==> config.mk <==
export PLATFORM = sky130hd
export DESIGN_NAME = ext_isa_decoder
export DESIGN_NICKNAME = d
export VERILOG_FILES = /design/src/hw/xisa_pkg.sv /design/src/hw/index_mapper.sv /design/src/hw/ext_isa_decoder.sv
export SDC_FILE = /design/constraint.sdc
export NUM_CORES = 1
export LEC_CHECK = 0
export BUFFER_PORTS_ARGS = -buffer_cell sky130_fd_sc_hd__buf_2
export CORE_AREA = 2 2 71 141
export DETAILED_ROUTE_END_ITERATION = 16
export DIE_AREA = 0 0 73 143
export GPL_TIMING_DRIVEN = 0
export MAX_ROUTING_LAYER = met4
export PLACE_DENSITY = 0.8
export SYNTH_ARGS = -nofsm -noshare
export SYNTH_HDL_FRONTEND = slang
export SYNTH_HIERARCHICAL = 1
export SYNTH_SLANG_ARGS = --single-unit
==> constraint.sdc <==
create_clock -name ref_clk -period 4.29 [get_ports ref_clk]
set_clock_uncertainty 0.1 [all_clocks]
set_input_delay 0.6435 -clock ref_clk [delete_from_list [all_inputs] [get_ports ref_clk]]
set_output_delay 0.6435 -clock ref_clk [all_outputs]
set_load 0.005 [all_outputs]
==> src/hw/xisa_pkg.sv <==
// Contract
// RL1 - Extended features stay off unless the enable fuse reads one at startup
// RL2 - When enabled, eight extra opcodes beyond the 75 standard ones decode
// RL3 - Pointer add E8 / sub E9: select, six-bit literal, one cycle, no flags
// RL4 - Select 11 adjusts stack pointer by literal then returns, two cycles
// RL5 - Call via working register is 0014, two cycles, no flags touched
// RL6 - Stack moves EB: bit7 picks form, second word F plus address or offset
// RL7 - Push EA stores literal at stack pointer, then decrements it, one cycle
// RL8 - Indexed literal offset mode applies to standard byte and bit operations
// RL9 - Access bit clear and operand at most 5F means stack pointer offset
package xisa_pkg;

  // ******************************************************
  // Sizes and counts
  // ******************************************************
  localparam int STD_OPS   = 75;          // Standard opcode count
  localparam int EXT_OPS   = 8;           // Extra opcodes when enabled
  localparam int PTR_W     = 12;          // Pointer and data address width
  localparam int PTR_COUNT = 3;
  localparam int SP_IDX    = 2;           // Pointer used as software stack

  // ******************************************************
  // Encodings
  // ******************************************************
  localparam logic [7:0]  OPC_PTR_ADD = 8'hE8;
  localparam logic [7:0]  OPC_PTR_SUB = 8'hE9;
  localparam logic [7:0]  OPC_PUSH    = 8'hEA;
  localparam logic [7:0]  OPC_MOVE    = 8'hEB;
  localparam logic [15:0] OPC_CALL_W  = 16'h0014;
  localparam logic [3:0]  OPC_WORD2   = 4'hF;
  localparam logic [1:0]  SEL_STACK   = 2'h3;
  localparam int          MOVE_KIND_BIT = 7;  // Set: stack-to-stack form
  localparam int          ACCESS_BIT    = 8;  // Access-bank select in word
  localparam logic [7:0]  INDEX_LIMIT = 8'h5F;
  localparam logic [11:0] PTR_RST     = 12'h000;
  localparam logic [11:0] PUSH_STEP   = 12'h001;

  typedef enum logic [1:0] {
    ST_IDLE  = 2'b00,
    ST_MOVE2 = 2'b01,
    ST_FLUSH = 2'b10
  } seq_t;

  typedef struct packed {
    logic        rd;
    logic [11:0] rd_addr;
    logic        wr;
    logic [11:0] wr_addr;
    logic [7:0]  wr_data;
  } mem_req_t;

  typedef struct packed {
    logic       ret;
    logic       call;
    logic [7:0] call_low;
  } flow_t;

endpackage

==> src/hw/index_mapper.sv <==
`timescale 1ns/1ps
module index_mapper #(
  parameter int ADDR_W = 12
) (
  input  wire logic              enable,
  input  wire logic [7:0]        file_op,
  input  wire logic              access_sel,
  input  wire logic [ADDR_W-1:0] base,
  output logic                   indexed,
  output logic [ADDR_W-1:0]      eff_addr
);
  import xisa_pkg::*;

  // ******************************************************
  // Operand mapping
  // ******************************************************
  if (ADDR_W < 8) begin : g_bad_width
    $error("index_mapper: ADDR_W must be at least 8");
  end

  // Low operands with access bit clear become stack pointer offsets
  assign indexed  = enable & ~access_sel & (file_op <= INDEX_LIMIT); // [RL9]
  assign eff_addr = indexed ? base + ADDR_W'(file_op)
                            : ADDR_W'(file_op);
endmodule

==> src/hw/ext_isa_decoder.sv <==
`timescale 1ns/1ps
module ext_isa_decoder #(
  parameter int ADDR_W = xisa_pkg::PTR_W
) (
  input  wire logic                ref_clk,
  input  wire logic                rst_b,
  input  wire logic                clk_en,
  input  wire logic                ext_set_enable_fuse,
  input  wire logic                ins_valid,
  input  wire logic [15:0]         ins_word,
  input  wire logic                std_file_op,
  input  wire logic [7:0]          working_reg,
  input  wire logic [7:0]          mem_rdata,
  output xisa_pkg::mem_req_t       mem_req,
  output xisa_pkg::flow_t          flow,
  output logic                     busy,
  output logic                     ext_hit,
  output logic                     indexed,
  output logic [11:0]              eff_addr,
  output logic [11:0]              stack_pointer_reg
);
  import xisa_pkg::*;

  if (ADDR_W != PTR_W) begin : g_bad_width
    $error("ext_isa_decoder: ADDR_W must equal the pointer width");
  end

  // ******************************************************
  // Reset release
  // ******************************************************
  logic rst_meta;
  logic rst_n;

  // Two stages so release never lands mid-cycle on the state below
  always_ff @(posedge ref_clk or negedge rst_b) begin
    if (!rst_b) begin
      rst_meta <= 1'b0;
      rst_n    <= 1'b0;
    end else begin
      rst_meta <= 1'b1;
      rst_n    <= rst_meta;
    end
  end

  // ******************************************************
  // State
  // ******************************************************
  seq_t        seq,      next_seq;
  logic        ext_on,   next_ext_on;
  logic        cap_done, next_cap_done;
  logic        mv_kind,  next_mv_kind;
  logic [11:0] ptr      [PTR_COUNT];
  logic [11:0] next_ptr [PTR_COUNT];
  mem_req_t    next_mem_req;
  flow_t       next_flow;
  logic        next_busy;
  logic        next_ext_hit;
  logic        next_indexed;
  logic [11:0] next_eff_addr;

  logic        adj_en;
  logic [1:0]  adj_idx;
  logic        adj_sub;
  logic [11:0] adj_amt;
  logic        map_idx;
  logic [11:0] map_addr;

  // Decode terms, only live in an idle cycle with the extension on
  logic       dec_go;
  logic [7:0] opc_hi;
  logic       dec_addsub;
  logic       dec_push;
  logic       dec_move;
  logic       dec_call;

  assign opc_hi     = ins_word[15:8];
  assign dec_go     = ins_valid & ext_on & (seq == ST_IDLE); // [RL1]
  assign dec_addsub = dec_go & ((opc_hi == OPC_PTR_ADD) |
                                (opc_hi == OPC_PTR_SUB));
  assign dec_push   = dec_go & (opc_hi == OPC_PUSH);
  assign dec_move   = dec_go & (opc_hi == OPC_MOVE);
  assign dec_call   = dec_go & (ins_word == OPC_CALL_W);

  assign stack_pointer_reg = ptr[SP_IDX];

  // Standard byte and bit operands pass through the offset mapper
  index_mapper #(
    .ADDR_W (PTR_W)
  ) u_map (
    .enable     (ext_on & std_file_op & (seq == ST_IDLE)), // [RL8]
    .file_op    (ins_word[7:0]),
    .access_sel (ins_word[ACCESS_BIT]),
    .base       (ptr[SP_IDX]),
    .indexed    (map_idx),
    .eff_addr   (map_addr)
  );

  // ******************************************************
  // Pointer file
  // ******************************************************
  // One adder per pointer; only the selected one moves
  for (genvar g = 0; g < PTR_COUNT; g++) begin : g_ptr
    assign next_ptr[g] = (adj_en && adj_idx == 2'(g))
                         ? (adj_sub ? ptr[g] - adj_amt : ptr[g] + adj_amt)
                         : ptr[g];
  end

  // ******************************************************
  // Sequencer and decode
  // ******************************************************
  // Outputs other than eff_addr and stack_pointer_reg are pulses; a flush slot stands in for the core's dead cycle
  always_comb begin
    next_seq      = seq;
    next_ext_on   = ext_on;
    next_cap_done = cap_done;
    next_mv_kind  = mv_kind;
    next_mem_req  = '0;
    next_flow     = '0;
    next_busy     = 1'b0;
    next_ext_hit  = 1'b0;
    next_indexed  = 1'b0;
    next_eff_addr = eff_addr;
    adj_en        = 1'b0;
    adj_idx       = SEL_STACK;
    adj_sub       = 1'b0;
    adj_amt       = 12'h000;
    // Fuse is sampled once; later changes are ignored until reset
    if (!cap_done) begin
      next_ext_on   = ext_set_enable_fuse;                 // [RL1]
      next_cap_done = 1'b1;
    end
    next_ext_hit = dec_addsub | dec_push | dec_move | dec_call; // [RL2]
    case (seq)
      ST_IDLE: begin
        if (dec_addsub) begin
          adj_en  = 1'b1;                                  // [RL3]
          adj_sub = (opc_hi == OPC_PTR_SUB);
          adj_amt = {6'h00, ins_word[5:0]};
          if (ins_word[7:6] == SEL_STACK) begin
            adj_idx        = 2'(SP_IDX);                   // [RL4]
            next_flow.ret  = 1'b1;
            next_busy      = 1'b1;
            next_seq       = ST_FLUSH;
          end else begin
            adj_idx = ins_word[7:6];
          end
        end else if (dec_push) begin
          next_mem_req.wr      = 1'b1;                     // [RL7]
          next_mem_req.wr_addr = ptr[SP_IDX];
          next_mem_req.wr_data = ins_word[7:0];
          adj_en  = 1'b1;
          adj_idx = 2'(SP_IDX);
          adj_sub = 1'b1;
          adj_amt = PUSH_STEP;
        end else if (dec_move) begin
          next_mem_req.rd      = 1'b1;                     // [RL6]
          next_mem_req.rd_addr = ptr[SP_IDX] + {5'h00, ins_word[6:0]};
          next_mv_kind         = ins_word[MOVE_KIND_BIT];
          next_seq             = ST_MOVE2;
        end else if (dec_call) begin
          next_flow.call     = 1'b1;                       // [RL5]
          next_flow.call_low = working_reg;
          next_busy          = 1'b1;
          next_seq           = ST_FLUSH;
        end else if (ins_valid) begin
          next_indexed  = map_idx;                         // [RL9]
          next_eff_addr = map_addr;
        end
      end
      ST_MOVE2: begin
        // Second word carries the destination; a stray word is dropped
        if (ins_valid) begin
          next_seq = ST_IDLE;
          if (ins_word[15:12] == OPC_WORD2) begin
            next_mem_req.wr      = 1'b1;                   // [RL6]
            next_mem_req.wr_data = mem_rdata;
            next_mem_req.wr_addr = mv_kind
              ? ptr[SP_IDX] + {5'h00, ins_word[6:0]}
              : ins_word[11:0];
          end
        end
      end
      ST_FLUSH: next_seq = ST_IDLE;
      default:  next_seq = ST_IDLE;
    endcase
  end

  // Clock enable low holds every bit of state
  always_ff @(posedge ref_clk or negedge rst_n) begin
    if (!rst_n) begin
      seq      <= ST_IDLE;
      ext_on   <= 1'b0;
      cap_done <= 1'b0;
      mv_kind  <= 1'b0;
      mem_req  <= '0;
      flow     <= '0;
      busy     <= 1'b0;
      ext_hit  <= 1'b0;
      indexed  <= 1'b0;
      eff_addr <= 12'h000;
      for (int i = 0; i < PTR_COUNT; i++) begin
        ptr[i] <= PTR_RST;
      end
    end else if (clk_en) begin
      seq      <= next_seq;
      ext_on   <= next_ext_on;
      cap_done <= next_cap_done;
      mv_kind  <= next_mv_kind;
      mem_req  <= next_mem_req;
      flow     <= next_flow;
      busy     <= next_busy;
      ext_hit  <= next_ext_hit;
      indexed  <= next_indexed;
      eff_addr <= next_eff_addr;
      for (int i = 0; i < PTR_COUNT; i++) begin
        ptr[i] <= next_ptr[i];
      end
    end
  end

  // ******************************************************
  // Checks
  // ******************************************************
  // Pointer picked by the select field, read before the adjust lands
  logic [11:0] sel_ptr;
  assign sel_ptr = (ins_word[7:6] == 2'h0) ? ptr[0]
                 : (ins_word[7:6] == 2'h1) ? ptr[1] : ptr[2];
endmodule

## Word level (Yosys, flattened, before mapping)

Cells that the tools add are included.

- Reduce and logical (&&, ||, !) cells: 7
- $add $sub $neg: 4
- Equality and inequality tests: 13
- Mux-type cells: 48
- $lt $le $gt $ge: 1
- Bitwise operators: 20

Operators by type and width:

| operator | count |
|---|---|
| 21-bit 2-to-1 mux | 3 |
| 21-bit case mux with 2 select lines | 1 |
| 13-bit 2-to-1 mux | 3 |
| 12-bit 2-to-1 mux | 3 |
| 9-bit 2-to-1 mux | 4 |
| 34-bit 2-to-1 mux | 1 |
| 8-bit == test (second input constant) | 4 |
| 1-bit 2-to-1 mux | 20 |
| 2-bit 2-to-1 mux | 9 |
| 16-bit by 5-bit == test with 1-bit output (second input constant) | 1 |
| 12-bit adder | 1 |
| 12-bit by 7-bit adder with 12-bit output | 1 |
| 12-bit by 8-bit adder with 12-bit output | 1 |
| 6-bit 2-to-1 mux | 2 |
| 12-bit subtractor | 1 |
| 1-bit AND | 10 |
| 10-bit 2-to-1 mux | 1 |
| 5-bit AND reduction | 2 |
| 8-bit by 7-bit less-or-equal comparator with 1-bit output (second input constant) | 1 |
| 7-bit AND reduction | 1 |
| 1-bit inverter | 6 |
| 2-bit == test (second input constant) | 2 |
| 4-bit == test (second input constant) | 1 |
| 4-bit != test (second input constant) | 1 |
| other kinds (9) | 13 |

- Output and inout bits: 71
- Register bits after elaboration: 78

## Longest topological paths before layout

Gate-level depths: netlist of run 1.

- Depth after elaboration: 10
- Mapped depth: 18
- Depth with buffers taken out: 17

## Modules after synthesis

The synthesis of run 1 kept the hierarchy.

Modules (own cells, without submodules):

| module | cells an instance | area each (um^2) | instances |
|---|---|---|---|
| ext_isa_decoder | 468 | 4528.1 | 1 |
| index_mapper | 83 | 546.8 | 1 |

## Worst setup path before layout of run 1

Ideal clock, no wire load.

- Kind: input -> register
- Start: input port ins_word[10]
- End: register ptr (netlist bit stack_pointer_reg[9])
- Stages: 18
- Arrival time: 3.834 ns
- Path slack: 0.233 ns
- Buffers on the path: 1
- Cells stage by stage: nor3b_2 nand3b_2 or2_2 nor2_1 nand2_1 ha_1 clkbuf_1 a211o_1 a21oi_1 a211oi_1 ha_1 o211a_1 a211oi_1 a211oi_2 o21ai_2 nor2b_1 xor2_1 o21ai_1

- Word-level cells in the longest chain between the ends: 8
- Elaborated cells between the ends (all ways): 23
- Classes of those cells: 2 x add/sub; 4 x eq/ne; 12 x mux; 3 x bitwise; 2 x reduce/logical

Ends and longest elaborated chain:

| item | line | source |
|---|---|---|
| from (decl) | ext_isa_decoder.sv:10 | `input wire logic [15:0] ins_word,` |
| branches (longest 8 deep; another with 12-bit adder) | - |  |
| to (signal, indexed assignment) | ext_isa_decoder.sv:216 | `ptr[i] <= next_ptr[i];` |
| to (decl) | ext_isa_decoder.sv:52 | `logic [11:0] ptr [PTR_COUNT];` |

Several ways; the timed one is not identified.
A chain may end at the register's enable or synchronous reset.

## Final worst setup path of run 1

- Start: register seq[1]
- End: register ptr (netlist bit stack_pointer_reg[9])

- Word-level cells in the longest chain between the ends: 9
- Elaborated cells between the ends (all ways): 21
- Classes of those cells: 2 x add/sub; 1 x eq/ne; 12 x mux; 3 x bitwise; 3 x reduce/logical

Ends and longest elaborated chain:

| item | line | source |
|---|---|---|
| from (decl) | ext_isa_decoder.sv:48 | `seq_t seq, next_seq;` |
| from (signal assigned) | ext_isa_decoder.sv:205 | `seq <= next_seq;` |
| 2-bit logical NOT * | ext_isa_decoder.sv:77, ext_isa_decoder.sv:133 |  |
| branches (longest 8 deep; another with 12-bit adder) | - |  |

Every way passes the cells marked *.

==> results.toml, run 1 <==
[status]
outcome = "finished clean"

[power_and_ir_drop]
p_leak_nw = 2.992
power-per-cell-area_nw_per_um2 = 277.9
irDropWorstVdd_v = 0.0002116

[floorplanning]
coreArea_um2 = 9321
dieArea_um2 = 10440
rows = 50
fp.dieW_um = 73
start_util_pct = 54.44
fp.dieH_um = 143
pin_count = 109

[clock_tree]
path_clk_slew_ns = 0.06
cts_root_buf = "clkbuf_16"
cts_tree = "built"
clock_latency_ns = 0.34
clockBufferDepth = 2
cts-buffers-inserted = 9
numClockSinks = 78
ctsHtreeMaxLevel = 3

[route]
drt_first_pass_iters = 6
drtIter0Drc = 387
routed_wl_um = 15220
wl_per_cell_um = 19.51
vias = 4731
viasPerCell = 6.065
ant_nets = 0
drc_errors = 0

[sta]
fin_crit_sh_pct = 94.23
slew_headroom_pct = 46.65
max_freq_ghz = 0.2474
fin_setup_tns_ns = 0
holdWs_ns = 0.06134
maxSlewViolCount = 0
report.final.hold_viol_count = 0
worstMarginPinSlew_ns = 0.7960
period_minus_slack_ns = 4.042
grt_setup_unrepaired = "no"
setup_viol = 0

[grt]
grt_pass1_wl_um = 23930
grt-ovfl-total = 0
grt_usage_pct = 30.94
antenna_found_initial = 0
grt_pass1_vias = 4733
grt_max_degree = 68

[finish]
largest_register_ffs = 34
final_area_um2 = 6091
antennaDiodeCount = 0
layout_commonest_cell = "buf_2"
drive_gt1_share_pct = 27.07
syn_to_final_growth_pct = 20.02
layout_common_cells = "buf_2, dfrtp_1, nor2_1"
fin_util_pct = 65.34
finalNetCount = 739

[synthesis]
syn-cell-area_um2 = 5075
postSynthCellCount = 551
synth-edff-count = 0
avgSynthCellArea_um2 = 9.210
synthDistinctLibCells = 76
synthArstFlopShare_pct = 100.0
synth_seq_cells = 78
ys.flop_type = "dfrtp_1"
ys_warn_count = 6
synth_nets = 619
synth.yosys.seq_area_share_pct = 38.46

[placement]
io_buffers = 107
placed_cell_area_um2 = 5772
gp_congestion = 0.9900
place_hpwl_um = 11730

[setup_path]
critPathCaptureType = "flip-flop"
start_kind = "flip-flop"
worstPathArrival_ns = 4.16
path_max_fanout = 8
worst-setup-path-type = "reg -> reg"
crit_required_ns = 4.41

[flow_run]
max_cap_viol_count = 0

[worst_hold_path]
min_path_type = "reg -> async"
==> timing repair <==
action / 4_1_cts / 5_1_grt
setup endpoints to repair: 0 / 5
gates resized for setup: 0 / 6
endpoints found under the hold margin: 2 / 0
setup buffers: 0 / 1
hold buffers: 1 / 0
==> worst paths after layout <==
| kind | from | to | slack [ns] | cells after the start |
|---|---|---|---|---|
| setup / recovery | seq[1] | stack_pointer_reg[9] | 0.25 | 17 |
| hold / removal | rst_n | mem_req[26] | 0.06 | 0 |
| setup reg to reg | seq[1] | stack_pointer_reg[9] | 0.25 | 17 |
| hold reg to reg | rst_n | mem_req[26] | 0.06 | 0 |
| max in group asynchronous | rst_n | eff_addr[11] | 3.44 | 1 |
| min in group ref_clk | rst_meta | rst_n | 0.26 | 0 |
==> per-layer routing <==
metal	vias to the layer above	track usage, %	share of wire [%]	wire (µm)
met5	-	-	0	0
met4	0	17.45	5.7	862
met3	68	3.740	4.5	682
met2	193	52.77	52	7897
met1	2241	33.82	38	5778
li1	2229	-	-	-
==> cells in the mapped netlist, types with 12 or more instances <==
cell type | n | area share [%]
o2bb2ai_1 | 13 | 2.2
ha_1 | 27 | 6.7
xor2_1 | 17 | 2.9
nand3_1 | 17 | 1.7
inv_1 | 23 | 1.7
a221oi_1 | 13 | 2.2
clkbuf_1 | 12 | 0.89
dfrtp_1 | 78 | 38
o21ai_0 | 40 | 3.9
a21oi_1 | 30 | 3.0
nand2_1 | 50 | 3.7
nor2_1 | 65 | 4.8
==> cell families (layout without fill, tap and decap cells) <==
group,count (synthesis),count (layout),synth area share (%)
AND/OR/NAND/NOR,188,188,18.42
AO/OA/AOI/OAI,158,158,21.06
flip-flops,78,78,38.46
buffers and inverters,50,175,4.610
adder cells (fa/ha/maj),30,30,7.840
XOR/XNOR,26,26,4.487
multiplexers,20,20,5.054
other,1,1,0.07389
==> power by group <==
part | switching (mW) | internal (mW)
sequential | 0.0183 | 0.764
clock | 0.303 | 0.407
combinational | 0.115 | 0.0849
total | 0.437 | 1.26
==> worst max-delay path: stages (launching register included) <==
cell	delay, ns
dfrtp_1	0.45
and4b_1	0.32
nand2_2	0.14
or2_2	0.36
nor2_2	0.15
nand2_1	0.10
ha_1	0.31
a211o_1	0.28
a21oi_1	0.12
a211oi_1	0.09
ha_1	0.39
o211a_1	0.25
a211oi_2	0.21
a211oi_2	0.09
o21ai_2	0.15
nor2b_1	0.17
xor2_1	0.16
o21ai_1	0.07
==> area by class of cell <==
| cell class | instances | area (µm²) |
|---|---|---|
| fillers | 776 | 3231 |
| multi-input cells | 423 | 2917 |
| flip-flops and latches | 78 | 1956 |
| repair buffers | 110 | 580.6 |
| clock buffers | 11 | 242.7 |
| plain buffers | 25 | 140.1 |
| well taps | 104 | 130.1 |
| inverters | 24 | 90.09 |
| clock inverters | 5 | 35.03 |
==> stage by stage <==
stage | setup WS, ns | total power, mW | cells
after detailed placement | -0.3342 | 0.9913 | 763
final | 0.2477 | 1.693 | 780
after CTS | 0.002033 | 1.697 | 780
after global placement | -0.2739 | 0.9828 | 762
after floorplan | 0.2326 | 0.8993 | 551
after global routing | 0.01566 | 1.746 | 780
(Power assumes the default switching activity.)
==> run 2: changes to the inputs <==
ABC_AREA = 1   (was default)
CORE_AREA = 2 2 73 144   (was 2 2 71 141)
DIE_AREA = 0 0 75 146   (was 0 0 73 143)
PLACE_DENSITY = 0.79   (was 0.8)
==> results.toml, run 2 <==
[placement]
pre_cts_ws_ns = 0.3440
gp_congestion = 0.9845
place_hpwl_um = 13420
placed_cell_area_um2 = 6040
io_buffers = 108

[sta]
max_freq_ghz = 0.2757
worstMarginPinSlew_ns = 0.5606
finalWorstSetupSlack_ns = 0.6632
maxSlewViolCount = 0
fin_setup_tns_ns = 0
fin_crit_sh_pct = 84.54
period_minus_slack_ns = 3.627
report.final.hold_viol_count = 0
setup_viol = 0
holdWs_ns = 0.1725
slew_headroom_pct = 62.62
grt_setup_unrepaired = "no"

[synthesis]
postSynthCellCount = 745
synth_commonest_cells = "nand2_1, inv_1, dfrtp_1, o21ai_0"
synth-edff-count = 0
avgSynthCellArea_um2 = 7.118
synth.most_common_cell = "nand2_1"
syn-cell-area_um2 = 5303
synthDistinctLibCells = 45
synth_top_area_cell = "dfrtp_1"
ys.flop_type = "dfrtp_1"
ys_warn_count = 6
synthArstFlopShare_pct = 100.0
synth_area_leaders = "dfrtp_1, nand2_1, inv_1"
synth_top_area_share_pct = 36.81
synth_seq_cells = 78
synth.yosys.seq_area_share_pct = 36.81
synth_nets = 813

[clock_tree]
path_clk_slew_ns = 0.07
numClockSinks = 78
ctsHoldBuffers = 1
cts_root_buf = "clkbuf_16"
clock_latency_ns = 0.34
clockBufferDepth = 2
ctsResizeCount = 0
ctsHtreeMaxLevel = 3
cts-buffers-inserted = 9
cts_tree = "built"
postCtsSetupRepairBufs = 0

[setup_path]
r2r-end = "stack_pointer_reg[9]"
slowest_stage = "ha_1"
critPathBufInv = 3
crit_family = "simple AND/OR/NAND/NOR gates"
worst-r2r-setup-slack_ns = 0.73
ff2ff_path_depth = 20
start_kind = "primary input"
path_max_fanout = 6
cpMostUsedCell = "nand2_1"
path_cells = "buf_2 > inv_1 > nand2_1 > nor2_1 > nand3_2 > nand2_4 > nand2_1 > ha_1 > inv_1 > nand2_1 > xor2_1 > ha_1 > nand3_1 > nand2_1 > a21oi_1 > o21ai_0 > nand2_1 > nand2_1 > nand2_1 > nand3_1 > o21ai_0"
critPathCaptureType = "flip-flop"
slowest_delay_ns = 0.39
worstPathArrival_ns = 3.75
reg2reg_from = "seq[0]"
crit_required_ns = 4.41
worst-setup-path-type = "in -> reg"

[route]
drtIter0Drc = 299
vias = 5447
viasPerCell = 5.431
wl_per_cell_um = 16.51
routed_wl_um = 16560
drc_errors = 0
ant_nets = 0
drt_first_pass_iters = 5

[power_and_ir_drop]
power-per-cell-area_nw_per_um2 = 276.1
p_leak_nw = 3.621
irDropWorstVdd_v = 0.0002321

[finish]
final_area_um2 = 6380
layout_common_cells = "nand2_1, buf_2, inv_1"
layout_commonest_cell = "nand2_1"
largest_register_ffs = 34
syn_to_final_growth_pct = 20.32
finalNetCount = 934
fillerInstances = 899
antennaDiodeCount = 0
drive_gt1_share_pct = 17.91
register_area_um2 = 1956
multiInputGateArea_um2 = 2884

[floorplanning]
fp.dieW_um = 75
rows = 51
start_util_pct = 54.31
dieArea_um2 = 10950
coreArea_um2 = 9763
fp.dieH_um = 146
pin_count = 109

[flow_run]
max_cap_viol_count = 0

[status]
outcome = "finished clean"

[grt]
grt_usage_pct = 32.35
grt_pass1_wl_um = 26190
grt-ovfl-total = 0
antenna_found_initial = 0
grt_pass1_vias = 5395
grt_max_degree = 49

[worst_hold_path]
min_path_type = "reg -> async"
-- run 2: cell count changes in the layout (fill, tap and decap cells not counted), sizes merged, moves of 15 or more --
cell	before	now
nor2	68	43
inv	24	104
nand2	51	271
nand3	17	45
mux2	15	0
-- run 2: cell type report --
cell class	count	share of cell area [%]
Buffer	16	1.373
Clock buffer	9	3.530
Tap cell	132	2.589
Multi-Input combinational cell	550	45.20
Timing Repair Buffer	110	9.061
Clock inverter	7	1.647
Inverter	101	5.942
Sequential cell	78	30.65
-- run 2: power breakdown --
group          internal (mW)  switching, mW
logic                 0.0537          0.102
clock network          0.519          0.328
registers              0.747         0.0114
-- run 2: cells by family (layout without fill, tap and decap cells) --
group	count (synthesis)	after routing	share of synthesized area [%]
flops	78	78	36.81
fa+ha+maj	30	30	7.504
xor+xnor	20	20	3.303
simple gates	384	384	31.12
compound gates	114	114	12.20
mux	1	1	0.1888
other cells	1	1	0.07072
buf+inv	117	243	8.801
-- run 2: through the flow --
stage / utilization [%] / power (mW) / cells
final: 65.35 / 1.762 / 1003
after detailed placement: 61.86 / 0.9268 / 986
after global placement: 61.54 / 0.9184 / 985
after floorplan: - / 0.8529 / 745
after CTS: 65.35 / 1.771 / 1003
after global routing: 65.35 / 1.820 / 1003
-- run 2: metal layers --
metal	track usage (%)	part of all wire, %	up-vias
met1	32.45	35	2542
li1	-	-	2643
met4	18.84	5.5	0
met5	-	0	-
met2	56.62	55	208
met3	4.363	4.3	54
-- run 2: worst max path at each step --
stage | from | endpoint | slack [ns] | cells after the start
final | ins_word[12] | stack_pointer_reg[9] | 0.66 | 21
after CTS | ins_word[12] | stack_pointer_reg[9] | 0.70 | 21
after global routing | ins_word[12] | stack_pointer_reg[9] | 0.34 | 21
after global placement | ins_word[12] | stack_pointer_reg[9] | 0.47 | 21
after detailed placement | ins_word[12] | stack_pointer_reg[9] | 0.34 | 21
after floorplan | ins_word[12] | stack_pointer_reg[9] | 1.06 | 20
==> run 3: changes to the inputs <==
CORE_AREA = 2 2 76 151   (was 2 2 73 144)
DIE_AREA = 0 0 78 153   (was 0 0 75 146)
PLACE_DENSITY = 0.77   (was 0.79)
clock period = 3.1 ns   (was 4.29 ns; I/O delays follow)
==> results.toml, run 3 (synthesized netlist as in run 2, its figures left out) <==
[setup_path]
start_kind = "flip-flop"
critPathCaptureType = "flip-flop"
worst-setup-path-type = "reg -> reg"
path_max_fanout = 6
crit_required_ns = 3.23
worstPathArrival_ns = 3.18

[sta]
period_minus_slack_ns = 3.046
maxSlewViolCount = 0
max_freq_ghz = 0.3283
report.final.hold_viol_count = 0
grt_setup_unrepaired = "yes"
fin_crit_sh_pct = 98.25
worstMarginPinSlew_ns = 0.5966
setup_viol = 0
fin_setup_tns_ns = 0
slew_headroom_pct = 60.23

[finish]
drive_gt1_share_pct = 23.77
layout_common_cells = "nand2_1, buf_2, inv_1"
final_cells = 1033
largest_register_ffs = 34
finalNetCount = 955
fin_util_pct = 62.53
syn_to_final_growth_pct = 27.49
layout_commonest_cell = "nand2_1"
fillerInstances = 1010

[status]
outcome = "finished clean"

[grt]
grt_max_degree = 65
grt-ovfl-total = 0
grt_pass1_vias = 5416
antenna_found_initial = 1
grt_usage_pct = 29.37
grt_pass1_wl_um = 26300

[clock_tree]
cts_tree = "built"
numClockSinks = 78
cts-buffers-inserted = 9
path_clk_slew_ns = 0.07
cts_root_buf = "clkbuf_16"
clock_latency_ns = 0.34
clockBufferDepth = 2
ctsHtreeMaxLevel = 3

[floorplanning]
fp.dieW_um = 78
coreArea_um2 = 10810
rows = 54
fp.dieH_um = 153
start_util_pct = 49.05
dieArea_um2 = 11930
pin_count = 109

[worst_hold_path]
min_path_type = "reg -> async"

[route]
vias = 5626
drtIter0Drc = 336
viasPerCell = 5.446
ant_nets = 0
drc_errors = 0
drt_first_pass_iters = 5
wl_per_cell_um = 16.52
routed_wl_um = 17060

[placement]
gp_congestion = 1.057
dp_cells = 994
place_hpwl_um = 12760
io_buffers = 108

[power_and_ir_drop]
irDropWorstVdd_v = 0.0002507
power-per-cell-area_nw_per_um2 = 349.0
design_power_total_mw = 2.360
p_leak_nw = 3.741

[flow_run]
max_cap_viol_count = 0
## run 3: path summary, 6_finish.rpt
path                            slack (ns)  depth (start not counted)               endpoint     start
worst max-delay path                  0.05                         23  stack_pointer_reg[11]    seq[1]
worst min-delay path                  0.09                          0  stack_pointer_reg[10]     rst_n
worst max register to register        0.05                         23  stack_pointer_reg[11]    seq[1]
worst min register to register        0.09                          0  stack_pointer_reg[10]     rst_n
max in group asynchronous             2.22                          1            eff_addr[6]     rst_n
min in group ref_clk                  0.26                          0                  rst_n  rst_meta
## run 3: critical path: stages, from the launching register on
cell and delay (ns):
dfrtp_1 0.40, inv_1 0.07, nand2_2 0.08, nor2_4 0.19, nand3_4 0.19, nor2_4 0.17
inv_2 0.05, ha_4 0.17, nand2_4 0.10, nand2_2 0.08, xnor2_2 0.20, inv_2 0.06
ha_4 0.28, nand2_1 0.08, nand2_2 0.13, nand3_2 0.08, nand2_1 0.06, nand2_1 0.06
nand3_2 0.10, inv_1 0.06, nand2_2 0.06, nand3_1 0.07, nand2_1 0.07, nand2_1 0.04
## run 3: power breakdown
group	switching [mW]	internal, mW	total [mW]	leakage, nW
Sequential	0.0124	1.03	1.05	1.04
Combinational	0.147	0.0746	0.222	2.56
Clock	0.458	0.634	1.09	0.143
## run 3: timing repair
item,CTS,global route
resized for setup,17,41
endpoints found under the hold margin,2,0
buffers inserted,8,13
hold buffers,1,0
pin swaps,6,17
setup endpoints to repair,9,9
## run 3: layout make-up
class                   count  area [µm²]  area share [%]
well taps                 140       175.2           2.591
clock inverters             7       80.08           1.185
plain buffers              16       87.58           1.296
clock buffers               9       225.2           3.331
flip-flops and latches     78        1956           28.93
inverters                 101       381.6           5.645
repair buffers            131       759.5           11.23
diodes                      1       2.502         0.03702
multi-input cells         550        3093           45.75
## run 3: through the flow
| stage | area, µm² | hold WS (ns) | setup slack [ns] |
|---|---|---|---|
| 3_3_place_gp | 6018 | 0.1498 | -0.5368 |
| 2_1_floorplan | 5303 | 0.06941 | 0.04566 |
| 3_5_place_dp | 6050 | 0.09593 | -0.6079 |
| 6_report | 6760 | 0.08646 | 0.05411 |
| 4_1_cts | 6486 | 0.09174 | 0.002628 |
| 5_1_grt | 6760 | 0.1074 | -0.09016 |
## run 3: metal layers
layer  track usage, %  vias to the layer above  part of all wire [%]
met3            3.896                      106                   5.2
met5                -                        -                     0
li1                 -                     2696                     -
met2            50.37                      240                    52
met1            29.50                     2584                    35
met4            22.39                        0                   8.4
